===== config.mk =====
export PLATFORM = sky130hd
export DESIGN_NAME = spz_serial
export DESIGN_NICKNAME = d
export VERILOG_FILES = /design/src/spz_pkg.sv /design/src/spz_rate.sv /design/src/spz_serial.sv
export SDC_FILE = /design/constraint.sdc
export NUM_CORES = 1
export LEC_CHECK = 0
export ABC_AREA = 1
export ABC_CLOCK_PERIOD_IN_PS = 2200
export BUFFER_PORTS_ARGS = -buffer_cell sky130_fd_sc_hd__buf_2
export CORE_UTILIZATION = 38
export CTS_CLUSTER_SIZE = 10
export DETAILED_ROUTE_END_ITERATION = 12
export PLACE_DENSITY = 0.62
export SLEW_MARGIN = 20
export SYNTH_ARGS = -nofsm -noshare
export SYNTH_HDL_FRONTEND = slang
export SYNTH_SLANG_ARGS = --single-unit

===== constraint.sdc =====
create_clock -name sys_clk_i -period 2.2 [get_ports sys_clk_i]
set_input_delay 0.22 -clock sys_clk_i [delete_from_list [all_inputs] [get_ports sys_clk_i]]
set_output_delay 0.22 -clock sys_clk_i [all_outputs]
set_load 0.1 [all_outputs]

===== src/spz_pkg.sv =====
package spz_pkg;

  // Register offsets are printed as indices; the byte address is four times the index
  localparam logic [7:0] IDX_CONTROL   = 8'h98;
  localparam logic [7:0] IDX_BUFFER    = 8'h99;
  localparam logic [7:0] IDX_AUX       = 8'hA0;
  localparam logic [7:0] IDX_IRQ_STAT  = 8'hA1;
  localparam logic [7:0] IDX_IRQ_MASK  = 8'hA2;
  localparam logic [7:0] IDX_RELOAD1   = 8'hA3;
  localparam logic [7:0] IDX_RELOAD2   = 8'hA4;

  localparam logic [7:0] CONTROL_RESET = 8'h00;
  localparam logic [7:0] BUFFER_RESET  = 8'h00;

  // Control field positions
  localparam int BIT_MODE_HIGH = 7;
  localparam int BIT_MODE_LOW  = 6;
  localparam int BIT_MPSEL     = 5;
  localparam int BIT_RXEN      = 4;
  localparam int BIT_TX9       = 3;
  localparam int BIT_RX9       = 2;
  localparam int BIT_TXDONE    = 1;
  localparam int BIT_RXDONE    = 0;

  // Aux register: bit0 double rate, bit1 timer2 select, bit2 port interrupt enable
  localparam int BIT_DOUBLE    = 0;
  localparam int BIT_T2SEL     = 1;
  localparam int BIT_IE        = 2;

  // Interrupt status/mask bits
  localparam int IRQ_RX        = 0;
  localparam int IRQ_TX        = 1;

  // Bit periods in peripheral clocks
  localparam logic [15:0] SYNC_SLOW   = 16'h000C;
  localparam logic [15:0] SYNC_FAST   = 16'h0004;
  localparam logic [15:0] FIXED_SLOW  = 16'h0040;
  localparam logic [15:0] FIXED_FAST  = 16'h0020;
  localparam logic [15:0] RELOAD_RST  = 16'h0010;

  localparam logic [3:0] SYNC_BITS    = 4'h8;

  typedef struct packed {
    logic       mode_select_high;
    logic       mode_select_low;
    logic       multiprocessor_select;
    logic       receive_enable;
    logic       transmit_ninth_bit;
    logic       receive_ninth_bit;
    logic       transmit_complete_flag;
    logic       receive_complete_flag;
  } spz_control_t;

  typedef struct packed {
    logic       txd;
    logic       rxd_out;
    logic       rxd_oe;
  } spz_pins_t;

endpackage : spz_pkg


===== src/spz_rate.sv =====
`timescale 1ns/1ps
// Bit-period tick generator: free count down from a selected period
module spz_rate (
  input  wire logic        sys_clk_i,
  input  wire logic        arst_n_i,
  input  wire logic        restart_i,
  input  wire logic [15:0] period_i,
  output logic             tick_o
);
  logic [15:0] count;
  wire  logic  at_end = (count <= 16'h0001);

  assign tick_o = at_end & ~restart_i;

  always_ff @(posedge sys_clk_i or negedge arst_n_i) begin
    if (!arst_n_i) begin
      count <= 16'h0001;
    end else if (restart_i || at_end) begin
      count <= period_i;
    end else begin
      count <= count - 16'h0001;
    end
  end
endmodule : spz_rate


===== src/spz_serial.sv =====
`timescale 1ns/1ps
//////////////////////////////////////////////////////////////////////////////////////
module spz_serial (
  input  wire logic        sys_clk_i,
  input  wire logic        arst_n_i,
  input  wire logic        psel_i,
  input  wire logic        penable_i,
  input  wire logic        pwrite_i,
  input  wire logic [11:0] paddr_i,
  input  wire logic [31:0] pwdata_i,
  input  wire logic [3:0]  pstrb_i,
  output logic             pready_o,
  output logic [31:0]      prdata_o,
  output logic             pslverr_o,
  input  wire logic        rxd_i,
  output logic             txd_o,
  output logic             rxd_o,
  output logic             rxd_oe_o,
  output logic             irq_o
);

  //////////////////////////////////////////////////////////////////////////////////////
  typedef enum {ST_IDLE, ST_START, ST_DATA, ST_NINTH, ST_STOP} spz_state_t;

  spz_pkg::spz_control_t ctl;
  logic [7:0]            tx_buf;
  logic [7:0]            rx_buf;
  logic [2:0]            aux;
  logic [1:0]            irq_stat;
  logic [1:0]            irq_mask;
  logic [15:0]           reload1;
  logic [15:0]           reload2;

  spz_state_t            tx_st;
  spz_state_t            rx_st;
  logic [8:0]            tx_sh;
  logic [3:0]            tx_cnt;
  logic [7:0]            rx_sh;
  logic [3:0]            rx_cnt;
  logic                  rx_prev;
  logic                  sync_clk;
  logic                  sync_phase;
  logic                  txd_q;
  logic                  rx_was_en;

  //////////////////////////////////////////////////////////////////////////////////////
  // Bus decode
  wire  logic       acc        = psel_i & penable_i;
  wire  logic [9:0] idx        = paddr_i[11:2];
  wire  logic       wr         = acc & pwrite_i & pstrb_i[0];
  wire  logic       hit_ctl    = (idx == {2'b00, spz_pkg::IDX_CONTROL});
  wire  logic       hit_buf    = (idx == {2'b00, spz_pkg::IDX_BUFFER});
  wire  logic       hit_aux    = (idx == {2'b00, spz_pkg::IDX_AUX});
  wire  logic       hit_ist    = (idx == {2'b00, spz_pkg::IDX_IRQ_STAT});
  wire  logic       hit_imsk   = (idx == {2'b00, spz_pkg::IDX_IRQ_MASK});
  wire  logic       hit_rl1    = (idx == {2'b00, spz_pkg::IDX_RELOAD1});
  wire  logic       hit_rl2    = (idx == {2'b00, spz_pkg::IDX_RELOAD2});
  wire  logic       mapped     = hit_ctl | hit_buf | hit_aux | hit_ist | hit_imsk
                                 | hit_rl1 | hit_rl2;
  wire  logic       wr_ctl     = wr & hit_ctl;
  wire  logic       wr_buf     = wr & hit_buf;
  wire  logic [1:0] mode       = {ctl.mode_select_high, ctl.mode_select_low};
  wire  logic       mode0      = (mode == 2'b00);
  wire  logic       ninth_mode = ctl.mode_select_high;

  assign pready_o  = 1'b1;
  assign pslverr_o = acc & ~mapped;

  //////////////////////////////////////////////////////////////////////////////////////
  // Bit period select
  logic [15:0] period;
  wire  logic  use_t2 = aux[spz_pkg::BIT_T2SEL] & ~(mode == 2'b01 & ctl.multiprocessor_select);
  always_comb begin
    case (mode)
      2'b00:   period = ctl.multiprocessor_select ? spz_pkg::SYNC_FAST
                                                  : spz_pkg::SYNC_SLOW;
      2'b10:   period = aux[spz_pkg::BIT_DOUBLE] ? spz_pkg::FIXED_FAST
                                                 : spz_pkg::FIXED_SLOW;
      default: period = use_t2 ? reload2 : reload1;
    endcase
  end

  // Mode 0 runs two half-period phases per bit
  wire  logic [15:0] half_period = (period >> 1);
  logic              tx_tick;
  logic              rx_tick;
  wire  logic        tx_go  = wr_buf & (tx_st == ST_IDLE);
  wire  logic        rx_edge = rx_prev & ~rxd_i;
  wire  logic        m0_rx_go = mode0 & ctl.receive_enable & ~rx_was_en
                                & (rx_st == ST_IDLE) & (tx_st == ST_IDLE);
  wire  logic        rx_go  = ~mode0 & ctl.receive_enable & rx_edge & (rx_st == ST_IDLE);

  spz_rate u_tx_rate (
    .sys_clk_i (sys_clk_i),
    .arst_n_i  (arst_n_i),
    .restart_i (tx_go | m0_rx_go),
    .period_i  (mode0 ? half_period : period),
    .tick_o    (tx_tick)
  );

  // Receiver samples mid-bit: restart loads half period first
  logic [15:0] rx_period;
  assign rx_period = (rx_st == ST_IDLE) ? half_period : period;
  spz_rate u_rx_rate (
    .sys_clk_i (sys_clk_i),
    .arst_n_i  (arst_n_i),
    .restart_i (rx_go),
    .period_i  (rx_period),
    .tick_o    (rx_tick)
  );

  //////////////////////////////////////////////////////////////////////////////////////
  // Transmit and mode 0 shifter
  logic set_tx;
  logic set_rx;
  logic rx9_val;
  logic rx9_load;
  wire  logic m0_busy = mode0 & (tx_st != ST_IDLE);
  wire  logic m0_rx   = m0_busy & ~tx_sh[8];
  wire  logic m0_rise = m0_busy & tx_tick & ~sync_phase;

  always_ff @(posedge sys_clk_i or negedge arst_n_i) begin
    if (!arst_n_i) begin
      tx_st      <= ST_IDLE;
      tx_sh      <= 9'h1FF;
      tx_cnt     <= 4'h0;
      txd_q      <= 1'b1;
      sync_clk   <= 1'b1;
      sync_phase <= 1'b0;
      rx_sh      <= 8'h00;
    end else if (tx_go | m0_rx_go) begin
      tx_st      <= mode0 ? ST_DATA : ST_START;
      // Bit 8 marks a mode 0 transmit versus receive
      tx_sh      <= {~m0_rx_go, tx_go ? pwdata_i[7:0] : tx_buf};
      tx_cnt     <= 4'h0;
      txd_q      <= mode0 ? 1'b1 : 1'b0;
      sync_phase <= 1'b0;
    end else if (tx_tick) begin
      case (tx_st)
        ST_START: begin
          tx_st <= ST_DATA;
          txd_q <= tx_sh[0];
        end
        ST_DATA: begin
          if (mode0) begin
            sync_clk   <= sync_phase;
            sync_phase <= ~sync_phase;
            if (sync_phase) begin
              tx_cnt <= tx_cnt + 4'h1;
              tx_sh  <= {tx_sh[8], 1'b1, tx_sh[7:1]};
              if (m0_rx) rx_sh <= {rxd_i, rx_sh[7:1]};                  // Sampled on rising clock
              if (tx_cnt == spz_pkg::SYNC_BITS - 4'h1) begin
                tx_st <= ST_IDLE;
              end
            end
          end else if (tx_cnt == 4'h7) begin
            tx_st <= ninth_mode ? ST_NINTH : ST_STOP;
            txd_q <= ninth_mode ? ctl.transmit_ninth_bit : 1'b1;
          end else begin
            tx_cnt <= tx_cnt + 4'h1;
            tx_sh  <= {tx_sh[8], 1'b1, tx_sh[7:1]};
            txd_q  <= tx_sh[1];
          end
        end
        ST_NINTH: begin
          tx_st <= ST_STOP;
          txd_q <= 1'b1;
        end
        ST_STOP:  tx_st <= ST_IDLE;
        default:  tx_st <= ST_IDLE;
      endcase
    end
  end

  // Flag at end of last data bit (8th in mode 0, 9th with ninth bit)
  wire logic tx_last = tx_tick & ((tx_st == ST_DATA & mode0 & sync_phase
                                   & tx_cnt == spz_pkg::SYNC_BITS - 4'h1)
                                  | (tx_st == ST_DATA & ~mode0 & tx_cnt == 4'h7 & ~ninth_mode)
                                  | (tx_st == ST_NINTH));
  wire logic m0_rx_done = tx_last & mode0 & ~tx_sh[8];
  wire logic m0_tx_done = tx_last & mode0 & tx_sh[8];

  //////////////////////////////////////////////////////////////////////////////////////
  // Asynchronous receiver
  logic rx_ok;
  always_ff @(posedge sys_clk_i or negedge arst_n_i) begin
    if (!arst_n_i) begin
      rx_st      <= ST_IDLE;
      rx_cnt     <= 4'h0;
      rx_prev    <= 1'b1;
      rx_was_en  <= 1'b0;
    end else begin
      rx_prev   <= rxd_i;
      rx_was_en <= ctl.receive_enable;
      if (!ctl.receive_enable || mode0) begin
        rx_st <= ST_IDLE;
      end else if (rx_go) begin
        rx_st  <= ST_START;
        rx_cnt <= 4'h0;
      end else if (rx_tick) begin
        case (rx_st)
          // False start bit is dropped
          ST_START: rx_st <= rxd_i ? ST_IDLE : ST_DATA;
          ST_DATA: begin
            rx_cnt <= rx_cnt + 4'h1;
            if (rx_cnt == 4'h7) begin
              rx_st <= ninth_mode ? ST_NINTH : ST_STOP;
            end
          end
          ST_NINTH: rx_st <= ST_STOP;
          ST_STOP:  rx_st <= ST_IDLE;
          default:  rx_st <= ST_IDLE;
        endcase
      end
    end
  end

  logic [7:0] rx_data;
  always_ff @(posedge sys_clk_i or negedge arst_n_i) begin
    if (!arst_n_i) begin
      rx_data <= 8'h00;
    end else if (rx_tick && rx_st == ST_DATA) begin
      rx_data <= {rxd_i, rx_data[7:1]};
    end
  end

  // Ninth-bit modes finish on the ninth sample, mode 1 on the stop sample
  wire logic rx_end9 = rx_tick & (rx_st == ST_NINTH) & ctl.receive_enable & ~mode0;
  wire logic rx_end1 = rx_tick & (rx_st == ST_STOP) & ~ninth_mode & ctl.receive_enable & ~mode0;
  always_comb begin
    rx_ok    = 1'b0;
    rx9_val  = rxd_i;
    rx9_load = 1'b0;
    if (rx_end9) begin
      rx9_load = 1'b1;
      rx_ok    = ~ctl.multiprocessor_select | rxd_i;
    end else if (rx_end1) begin
      rx9_load = ~ctl.multiprocessor_select;
      rx_ok    = ~ctl.multiprocessor_select | rxd_i;
    end
  end
  assign set_rx = (rx_ok & ~ctl.receive_complete_flag) | m0_rx_done;
  assign set_tx = m0_tx_done | (tx_last & ~mode0);

  //////////////////////////////////////////////////////////////////////////////////////
  // Registers
  wire logic [7:0] wctl = pwdata_i[7:0];
  always_ff @(posedge sys_clk_i or negedge arst_n_i) begin
    if (!arst_n_i) begin
      ctl <= spz_pkg::CONTROL_RESET;
    end else begin
      if (wr_ctl) begin
        ctl <= wctl;
      end
      if (rx9_load && set_rx) begin
        ctl.receive_ninth_bit <= rx9_val;
      end
      // Hardware set wins over a software clear in the same cycle
      if (set_tx) begin
        ctl.transmit_complete_flag <= 1'b1;
      end
      if (set_rx) begin
        ctl.receive_complete_flag <= 1'b1;
      end
    end
  end

  always_ff @(posedge sys_clk_i or negedge arst_n_i) begin
    if (!arst_n_i) begin
      tx_buf   <= spz_pkg::BUFFER_RESET;
      rx_buf   <= spz_pkg::BUFFER_RESET;
      aux      <= 3'h0;
      irq_mask <= 2'h0;
      reload1  <= spz_pkg::RELOAD_RST;
      reload2  <= spz_pkg::RELOAD_RST;
    end else begin
      if (wr_buf) tx_buf <= pwdata_i[7:0];
      if (set_rx) rx_buf <= mode0 ? {rxd_i, rx_sh[7:1]} : rx_data;
      if (wr & hit_aux) aux <= pwdata_i[2:0];
      if (wr & hit_imsk) irq_mask <= pwdata_i[1:0];
      if (wr & hit_rl1) reload1 <= (pwdata_i[15:0] == 16'h0000) ? 16'h0001 : pwdata_i[15:0];
      if (wr & hit_rl2) reload2 <= (pwdata_i[15:0] == 16'h0000) ? 16'h0001 : pwdata_i[15:0];
    end
  end

  // Sticky status, write one to clear; set wins
  always_ff @(posedge sys_clk_i or negedge arst_n_i) begin
    if (!arst_n_i) begin
      irq_stat <= 2'h0;
    end else begin
      irq_stat <= (irq_stat & ~((wr & hit_ist) ? pwdata_i[1:0] : 2'h0)) | {set_tx, set_rx};
    end
  end

  wire logic port_irq = aux[spz_pkg::BIT_IE]
                        & (ctl.receive_complete_flag | ctl.transmit_complete_flag);
  assign irq_o = port_irq | |(irq_stat & irq_mask);

  //////////////////////////////////////////////////////////////////////////////////////
  // Read mux
  always_ff @(posedge sys_clk_i or negedge arst_n_i) begin
    if (!arst_n_i) begin
      prdata_o <= 32'h0000_0000;
    end else if (psel_i && !penable_i && !pwrite_i) begin
      prdata_o <= hit_ctl  ? {24'h00_0000, ctl}          :
                  hit_buf  ? {24'h00_0000, rx_buf}       :
                  hit_aux  ? {29'h0000_0000, aux}        :
                  hit_ist  ? {30'h0000_0000, irq_stat}   :
                  hit_imsk ? {30'h0000_0000, irq_mask}   :
                  hit_rl1  ? {16'h0000, reload1}         :
                  hit_rl2  ? {16'h0000, reload2}         : 32'h0000_0000;
    end
  end

  // Pins: mode 0 drives clock on tx and data on rx when sending
  always_ff @(posedge sys_clk_i or negedge arst_n_i) begin
    if (!arst_n_i) begin
      txd_o    <= 1'b1;
      rxd_o    <= 1'b1;
      rxd_oe_o <= 1'b0;
    end else begin
      txd_o    <= m0_busy ? sync_clk : txd_q;
      rxd_o    <= tx_sh[0];
      rxd_oe_o <= m0_busy & tx_sh[8];
    end
  end

endmodule : spz_serial


-- Yosys cells after proc, flatten, opt, wreduce, memory -nomap -nowiden
Index checks and enable logic that the tools add are counted.
- bits in registers: 232
- input bits: 54
- output and inout bits: 38
- add/subtract/negate cells: 4
- order comparisons: 2
- equality and inequality tests: 28
- muxes and demuxes: 69
- bitwise logic cells: 79
- reductions and logical operators: 34
- operator list (kind ; count):
    $mux W32 ; 10
    $mux W16 ; 13
    $pmux W32 S3 ; 2
    $eq A32 B2 Y1 const B ; 4
    $eq A32 B3 Y1 const B ; 4
    $eq A10 B8 Y1 const B ; 7
    $eq A32 B1 Y1 const B ; 2
    $logic_not A32 Y1 ; 2
    $and A1 B1 Y1 ; 47
    $mux W4 ; 10
    $mux W9 ; 4
    $eq A32 B4 Y1 const B ; 1
    $le A16 B1 Y1 const B ; 2
    $mux W8 ; 4
    $pmux W16 S2 ; 1
    $reduce_bool A32 Y1 ; 1
    $sub A16 B1 Y16 const B ; 2
    $mux W1 ; 18
    $logic_not A16 Y1 ; 1
    $reduce_bool A2 Y1 ; 8
    $not A1 Y1 ; 14
    $or A1 B1 Y1 ; 14
    $ne A3 B2 Y1 const B ; 4
    $reduce_and A3 Y1 ; 4
    22 further kinds ; 37

-- Depth between registers and ports, before layout
- word-level depth: 17
- mapped depth: 13

-- By module
A second synthesis with hierarchy kept.
- cell total of the unflattened synthesis: 1204
- area, all modules: 9137.5 sq um
- by module, submodules not included (module ; times used ; cells an instance ; area each (sq um) ; sequential area each (sq um)):
    spz_serial ; 1 ; 882 ; 6877.8 ; 3148.0
    spz_rate ; 2 ; 161 ; 1129.8 ; 401.6

-- Worst setup path after synthesis
No wires, ideal clock.
- kind: input to output
- start: input paddr_i[8]
- end: output pslverr_o
- arrival time: 2.983 ns
- data required time: 1.980 ns
- path slack: -1.003 ns
- stages on the path: 9
- path buffers: 1
- cell sequence: inv_1 > nand2_2 > nor2_4 > nand2_2 > inv_2 > nand3b_2 > buf_2 > nand2_1 > nor3_1
- longest elaborated chain between the ends: 9
- elaborated cells between the ends (all ways): 15
- classes of those cells: eq/ne (7); bitwise (8)
- ends and longest elaborated chain (what ; RTL line ; text):
    start, declared ; spz_serial.sv:9 ; input wire logic [11:0] paddr_i,
    $eq A10 B8 Y1, on equally long branches ; spz_serial.sv:51, spz_serial.sv:52 ;
    $or A1 B1 Y1 (4 in series) ; spz_serial.sv:58 ; wire logic mapped = hit_ctl | hit_buf | hit_aux | hit_ist | hit_imsk
    $or A1 B1 Y1 ; spz_serial.sv:59 ; | hit_rl1 | hit_rl2;
    $or A1 B1 Y1 (*) ; spz_serial.sv:59 ;
    $not A1 Y1 (*) ; spz_serial.sv:67 ; assign pslverr_o = acc & ~mapped;
    $and A1 B1 Y1 (*) ; spz_serial.sv:67 ;
    end, declared ; spz_serial.sv:14 ; output logic pslverr_o,
Mark *: on every way between the ends. The rest lies on a longest branch, timed or not.

-- Worst setup path in the final report
- start: register ctl, in the netlist ninth_mode
- end: register u_tx_rate.count[10]
- longest elaborated chain between the ends: 8
- elaborated cells between the ends (all ways): 16
- classes of those cells: eq/ne (2); mux (4); bitwise (8); reduce/logical (2)
- ends and longest elaborated chain (what ; RTL line ; text):
    start, declared ; spz_serial.sv:25 ; spz_pkg::spz_control_t ctl;
    start signal, assigned ; spz_serial.sv:250 ; ctl <= spz_pkg::CONTROL_RESET;
    start signal, assigned ; spz_serial.sv:253 ; ctl <= wctl;
    $eq A2 B1 Y1 / $logic_not A2 Y1 (equally long branches) ; spz_serial.sv:72, spz_serial.sv:63, spz_serial.sv:74 ;
    $and A1 B1 Y1, on equally long branches ; spz_serial.sv:72, spz_serial.sv:89 ;
    $not A1 Y1 / $and A1 B1 Y1 (equally long branches) ; spz_serial.sv:72, spz_serial.sv:89 ;
    $and A1 B1 Y1, on equally long branches ; spz_serial.sv:72, spz_serial.sv:90 ;
    $mux W16 / $and A1 B1 Y1 (equally long branches) ; spz_serial.sv:79, spz_serial.sv:90 ;
    $pmux W16 S2 / $or A1 B1 Y1 (equally long branches) ; spz_serial.sv:74, spz_serial.sv:96 ;
    $mux W16 / $logic_or A1 B1 Y1 (equally long branches) ; spz_serial.sv:97, spz_rate.sv:18 ;
    $mux W16 (*) ; spz_rate.sv:18 ; end else if (restart_i || at_end) begin
    end signal, assigned ; spz_rate.sv:19 ; count <= period_i;
    end signal, assigned ; spz_rate.sv:21 ; count <= count - 16'h0001;
    end, declared ; spz_rate.sv:10 ; logic [15:0] count;
Marked as above.
A chain may end at the register's enable or synchronous reset.

==> impl_metrics.env <==
export IMPL_htreeDepth=4
export IMPL_fin_setup_tns_ps=0
export IMPL_combPwrFrac=0.066
export IMPL_ctsRootBufferMaster="clkbuf_16"
export IMPL_synth_edf_count=0
export IMPL_cts_buffers=17
export IMPL_drtPass1Iterations=6
export IMPL_power_total_mw=6.10
export IMPL_r2r_end="u_tx_rate.count[10]"
export IMPL_path_max_fanout=24
export IMPL_wirelength_um=21200
export IMPL_ys_flop_type="dfrtp_1"
export IMPL_cap_violations=0
export IMPL_cp_slowest_cell="dfrtp_1"
export IMPL_setup_violations=0
export IMPL_startpoint="ninth_mode"
export IMPL_place_congestion=0.900
export IMPL_end_kind="flip-flop"
export IMPL_async_flop_share=1.00
export IMPL_hold_viol_final=0
export IMPL_r2r_slack_ps=150
export IMPL_grt_pass1_wl_um=35100
export IMPL_swShare=0.271
export IMPL_slowest_delay_ps=430
export IMPL_powerDensity_nw_per_um2=618
export IMPL_peakVddDrop_mv=0.362
export IMPL_critPathTopFamily="simple AND/OR/NAND/NOR gates"
export IMPL_synth_top_cells_by_area="dfrtp_1 (40%), nand2_1 (12%), o21ai_0 (7.0%)"
export IMPL_n_fill_cell=2247
export IMPL_net_switching_power_mw=1.65
export IMPL_clkTransAtPathRegs_ps=70
export IMPL_clock_latency_ps=430
export IMPL_internal_power_mw=4.45
export IMPL_synth_top_area_frac=0.400
export IMPL_slew_viol_final=0
export IMPL_areaGrowthSynthToFinish_pct=13.6
export IMPL_synth_seq_cells=157
export IMPL_ios=92
export IMPL_skew_ps=9.46
export IMPL_crit_type="reg -> reg"
export IMPL_post_drt_wl_per_cell_um=14.4
export IMPL_final_cell_area_um2=9880
export IMPL_syn_inst=1111
export IMPL_clk_path_buf_depth=2
export IMPL_via_per_inst=4.98
export IMPL_fin_crit_sh=0.931
export IMPL_ant_nets=0
export IMPL_nets=1239
export IMPL_grt_max_degree=55
export IMPL_avgSynthCellArea_um2=7.83
export IMPL_pre_cts_slack_ps=170
export IMPL_yosysWarnings=0
export IMPL_fp_dieH_um=153
export IMPL_fmax_mhz=488
export IMPL_initial_core_util=0.393
export IMPL_rr_startpoint="ninth_mode"
export IMPL_track_usage=0.191
export IMPL_tritoncts="done"
export IMPL_n_antenna_cell=0
export IMPL_required_ps=2500
export IMPL_leakage_nw=4.75
export IMPL_netlist_area_um2=8700
export IMPL_cp_depth=11
export IMPL_synth_cell_types=50
export IMPL_endpoint="u_tx_rate.count[10]"
export IMPL_grt_pass1_vias=6836
export IMPL_r2r_cells=11
export IMPL_power_frac_clock=0.458
export IMPL_drcViolationCount=0
export IMPL_drive_above_1_share=0.180
export IMPL_cp_start_kind="flip-flop"
export IMPL_antenna_found_initial=0
export IMPL_worst_pin_slew_ps=672
export IMPL_crit_chain="inv_6 -> nand2_4 -> clkinv_2 -> nand2_2 -> nor3_2 -> nand2_2 -> nand2_4 -> nor2_4 -> buf_12 -> o21ai_0 -> o21ai_2"
export IMPL_rsz0062_at_grt="yes"
export IMPL_post_route_min_period_ps=2050
export IMPL_hp_class="in -> reg"
export IMPL_power_frac_seq=0.476
export IMPL_core_area_um2=22200
export IMPL_synth_top_area_cell="dfrtp_1"
export IMPL_grt_overflow=0
export IMPL_setup_ws_ps=151
export IMPL_die_w_um=153
export IMPL_die_area_um2=23500
export IMPL_synth_seq_area_share=0.454
export IMPL_placementRows=54
export IMPL_place_area_um2=9300
export IMPL_dr_first_iter_drc_count=514
export IMPL_relSlewSlack=0.552
export IMPL_numPortBuffers=53
export IMPL_clock_sinks=157
export IMPL_arrival_ps=2350
export IMPL_vias=7327
export IMPL_cts_setup_buffers=0
export IMPL_hpwlAfterDp_um=15800
export IMPL_status="completed"
export IMPL_path_buf_inv=3
-- routing by layer --
layer	vias up	wire length, µm	share of wire	global-route usage
met5	-	0	0	0
met4	0	299	0.014	0.0486
li1	3702	-	-	-
met1	3456	10400	0.49	0.269
met2	145	9660	0.46	0.294
met3	24	811	0.038	0.0420
-- Yosys cell counts (all sizes together) (3+ instances only) --
library cell and instances:
xor2 10, dfrtp 139, o21ai 167, nand2 305, nand3b 5, xnor2 9
nor3 19, nor2 122, buf 40, or2 8, o21a 10, nand3 65
nor4 3, a21oi 20, ha 6, dfstp 18, clkbuf 10, o211ai 8
nand4 11, o22ai 5, inv 114, o2111ai 3
-- area by class of cell --
type	instances	area (µm²)	area share
Timing Repair Buffer	84	562	0.0569
Tap cell	280	350	0.0355
Inverter	116	443	0.0448
Clock buffer	17	425	0.0431
Multi-Input combinational cell	803	4010	0.406
Sequential cell	157	3950	0.400
Clock inverter	15	131	0.0133
-- per-stage QoR --
step	utilization	std cells	hold WS, ps
final	0.446	1472	44.2
after global routing	0.446	1472	25.1
after CTS	0.446	1472	34.4
after detailed placement	0.420	1438	212
after global placement	0.420	1438	210
after floorplan	-	1126	-75.6
-- timing repair --
| action | CTS | global route |
|---|---|---|
| setup endpoints to repair | 0 | 1 |
| endpoints found under the hold margin | 48 | 0 |
| gates resized for setup | 0 | 0 |
| hold buffers | 2 | 0 |
-- worst min path at each step --
stage                     start          end  cells past startpoint  slack [ps]
finish              pwdata_i[1]    tx_buf[1]                      2          40
global route        pwdata_i[4]    tx_buf[4]                      2          30
CTS                 pwdata_i[4]    tx_buf[4]                      2          30
detailed placement     arst_n_i  reload2[11]                      1         210
global placement       arst_n_i  reload2[11]                      1         210
floorplan              arst_n_i       aux[0]                      0         -80
-- cell usage in the layout, fill, tap and decap left out, types with 3 or more instances in the layout --
master	count
conb_1	17
xnor2_1	9
o21ai_1	32
nand3b_1	4
nand2_2	13
nor2_4	4
dfstp_2	18
nor4_1	3
o2111ai_1	3
nor2_1	106
buf_12	4
ha_1	6
clkinv_4	5
clkbuf_16	17
o21ai_0	122
dfrtp_1	139
o21a_1	10
a21oi_1	18
nand2_4	8
nor3_4	3
o21ai_2	13
nand3_1	62
buf_4	26
inv_2	8
inv_6	8
nand3_2	3
xor2_1	10
o211ai_1	8
o22ai_1	5
nor3_2	4
or2_2	8
nand2_1	284
inv_1	105
buf_2	51
nor2_2	11
nor3_1	12
nand4_1	11
-- kinds of logic after synthesis --
family,count (synthesis),synth area share
adder cells (fa/ha/maj),6,0.00863
AND/OR/NAND/NOR,539,0.280
flip-flops,157,0.454
AO/OA/AOI/OAI,219,0.142
XOR/XNOR,19,0.0191
multiplexers,3,0.00360
buffers and inverters,166,0.0921
other,2,0.000863
-- flip-flops by register name (all words and copies together), names as in the netlist, 4 cells and up --
register         count
u_tx_rate.count     16
tx_cnt               4
reload2             16
rx_buf               8
rx_cnt               4
prdata_o            16
tx_buf               8
rx_data              8
tx_sh                9
u_rx_rate.count     16
reload1             16
ctl                  7
rx_sh                7
-- power by group through the flow --
| stage | Combinational (mW) | Sequential (mW) | Clock [mW] |
|---|---|---|---|
| floorplan | 0.227 | 3.00 | 0 |
| global placement | 0.404 | 2.96 | 0 |
| detailed placement | 0.404 | 2.96 | 0 |
| CTS | 0.408 | 2.90 | 2.85 |
| global route | 0.435 | 2.90 | 2.99 |
| finish | 0.403 | 2.90 | 2.79 |
(Power assumes the default switching activity.)
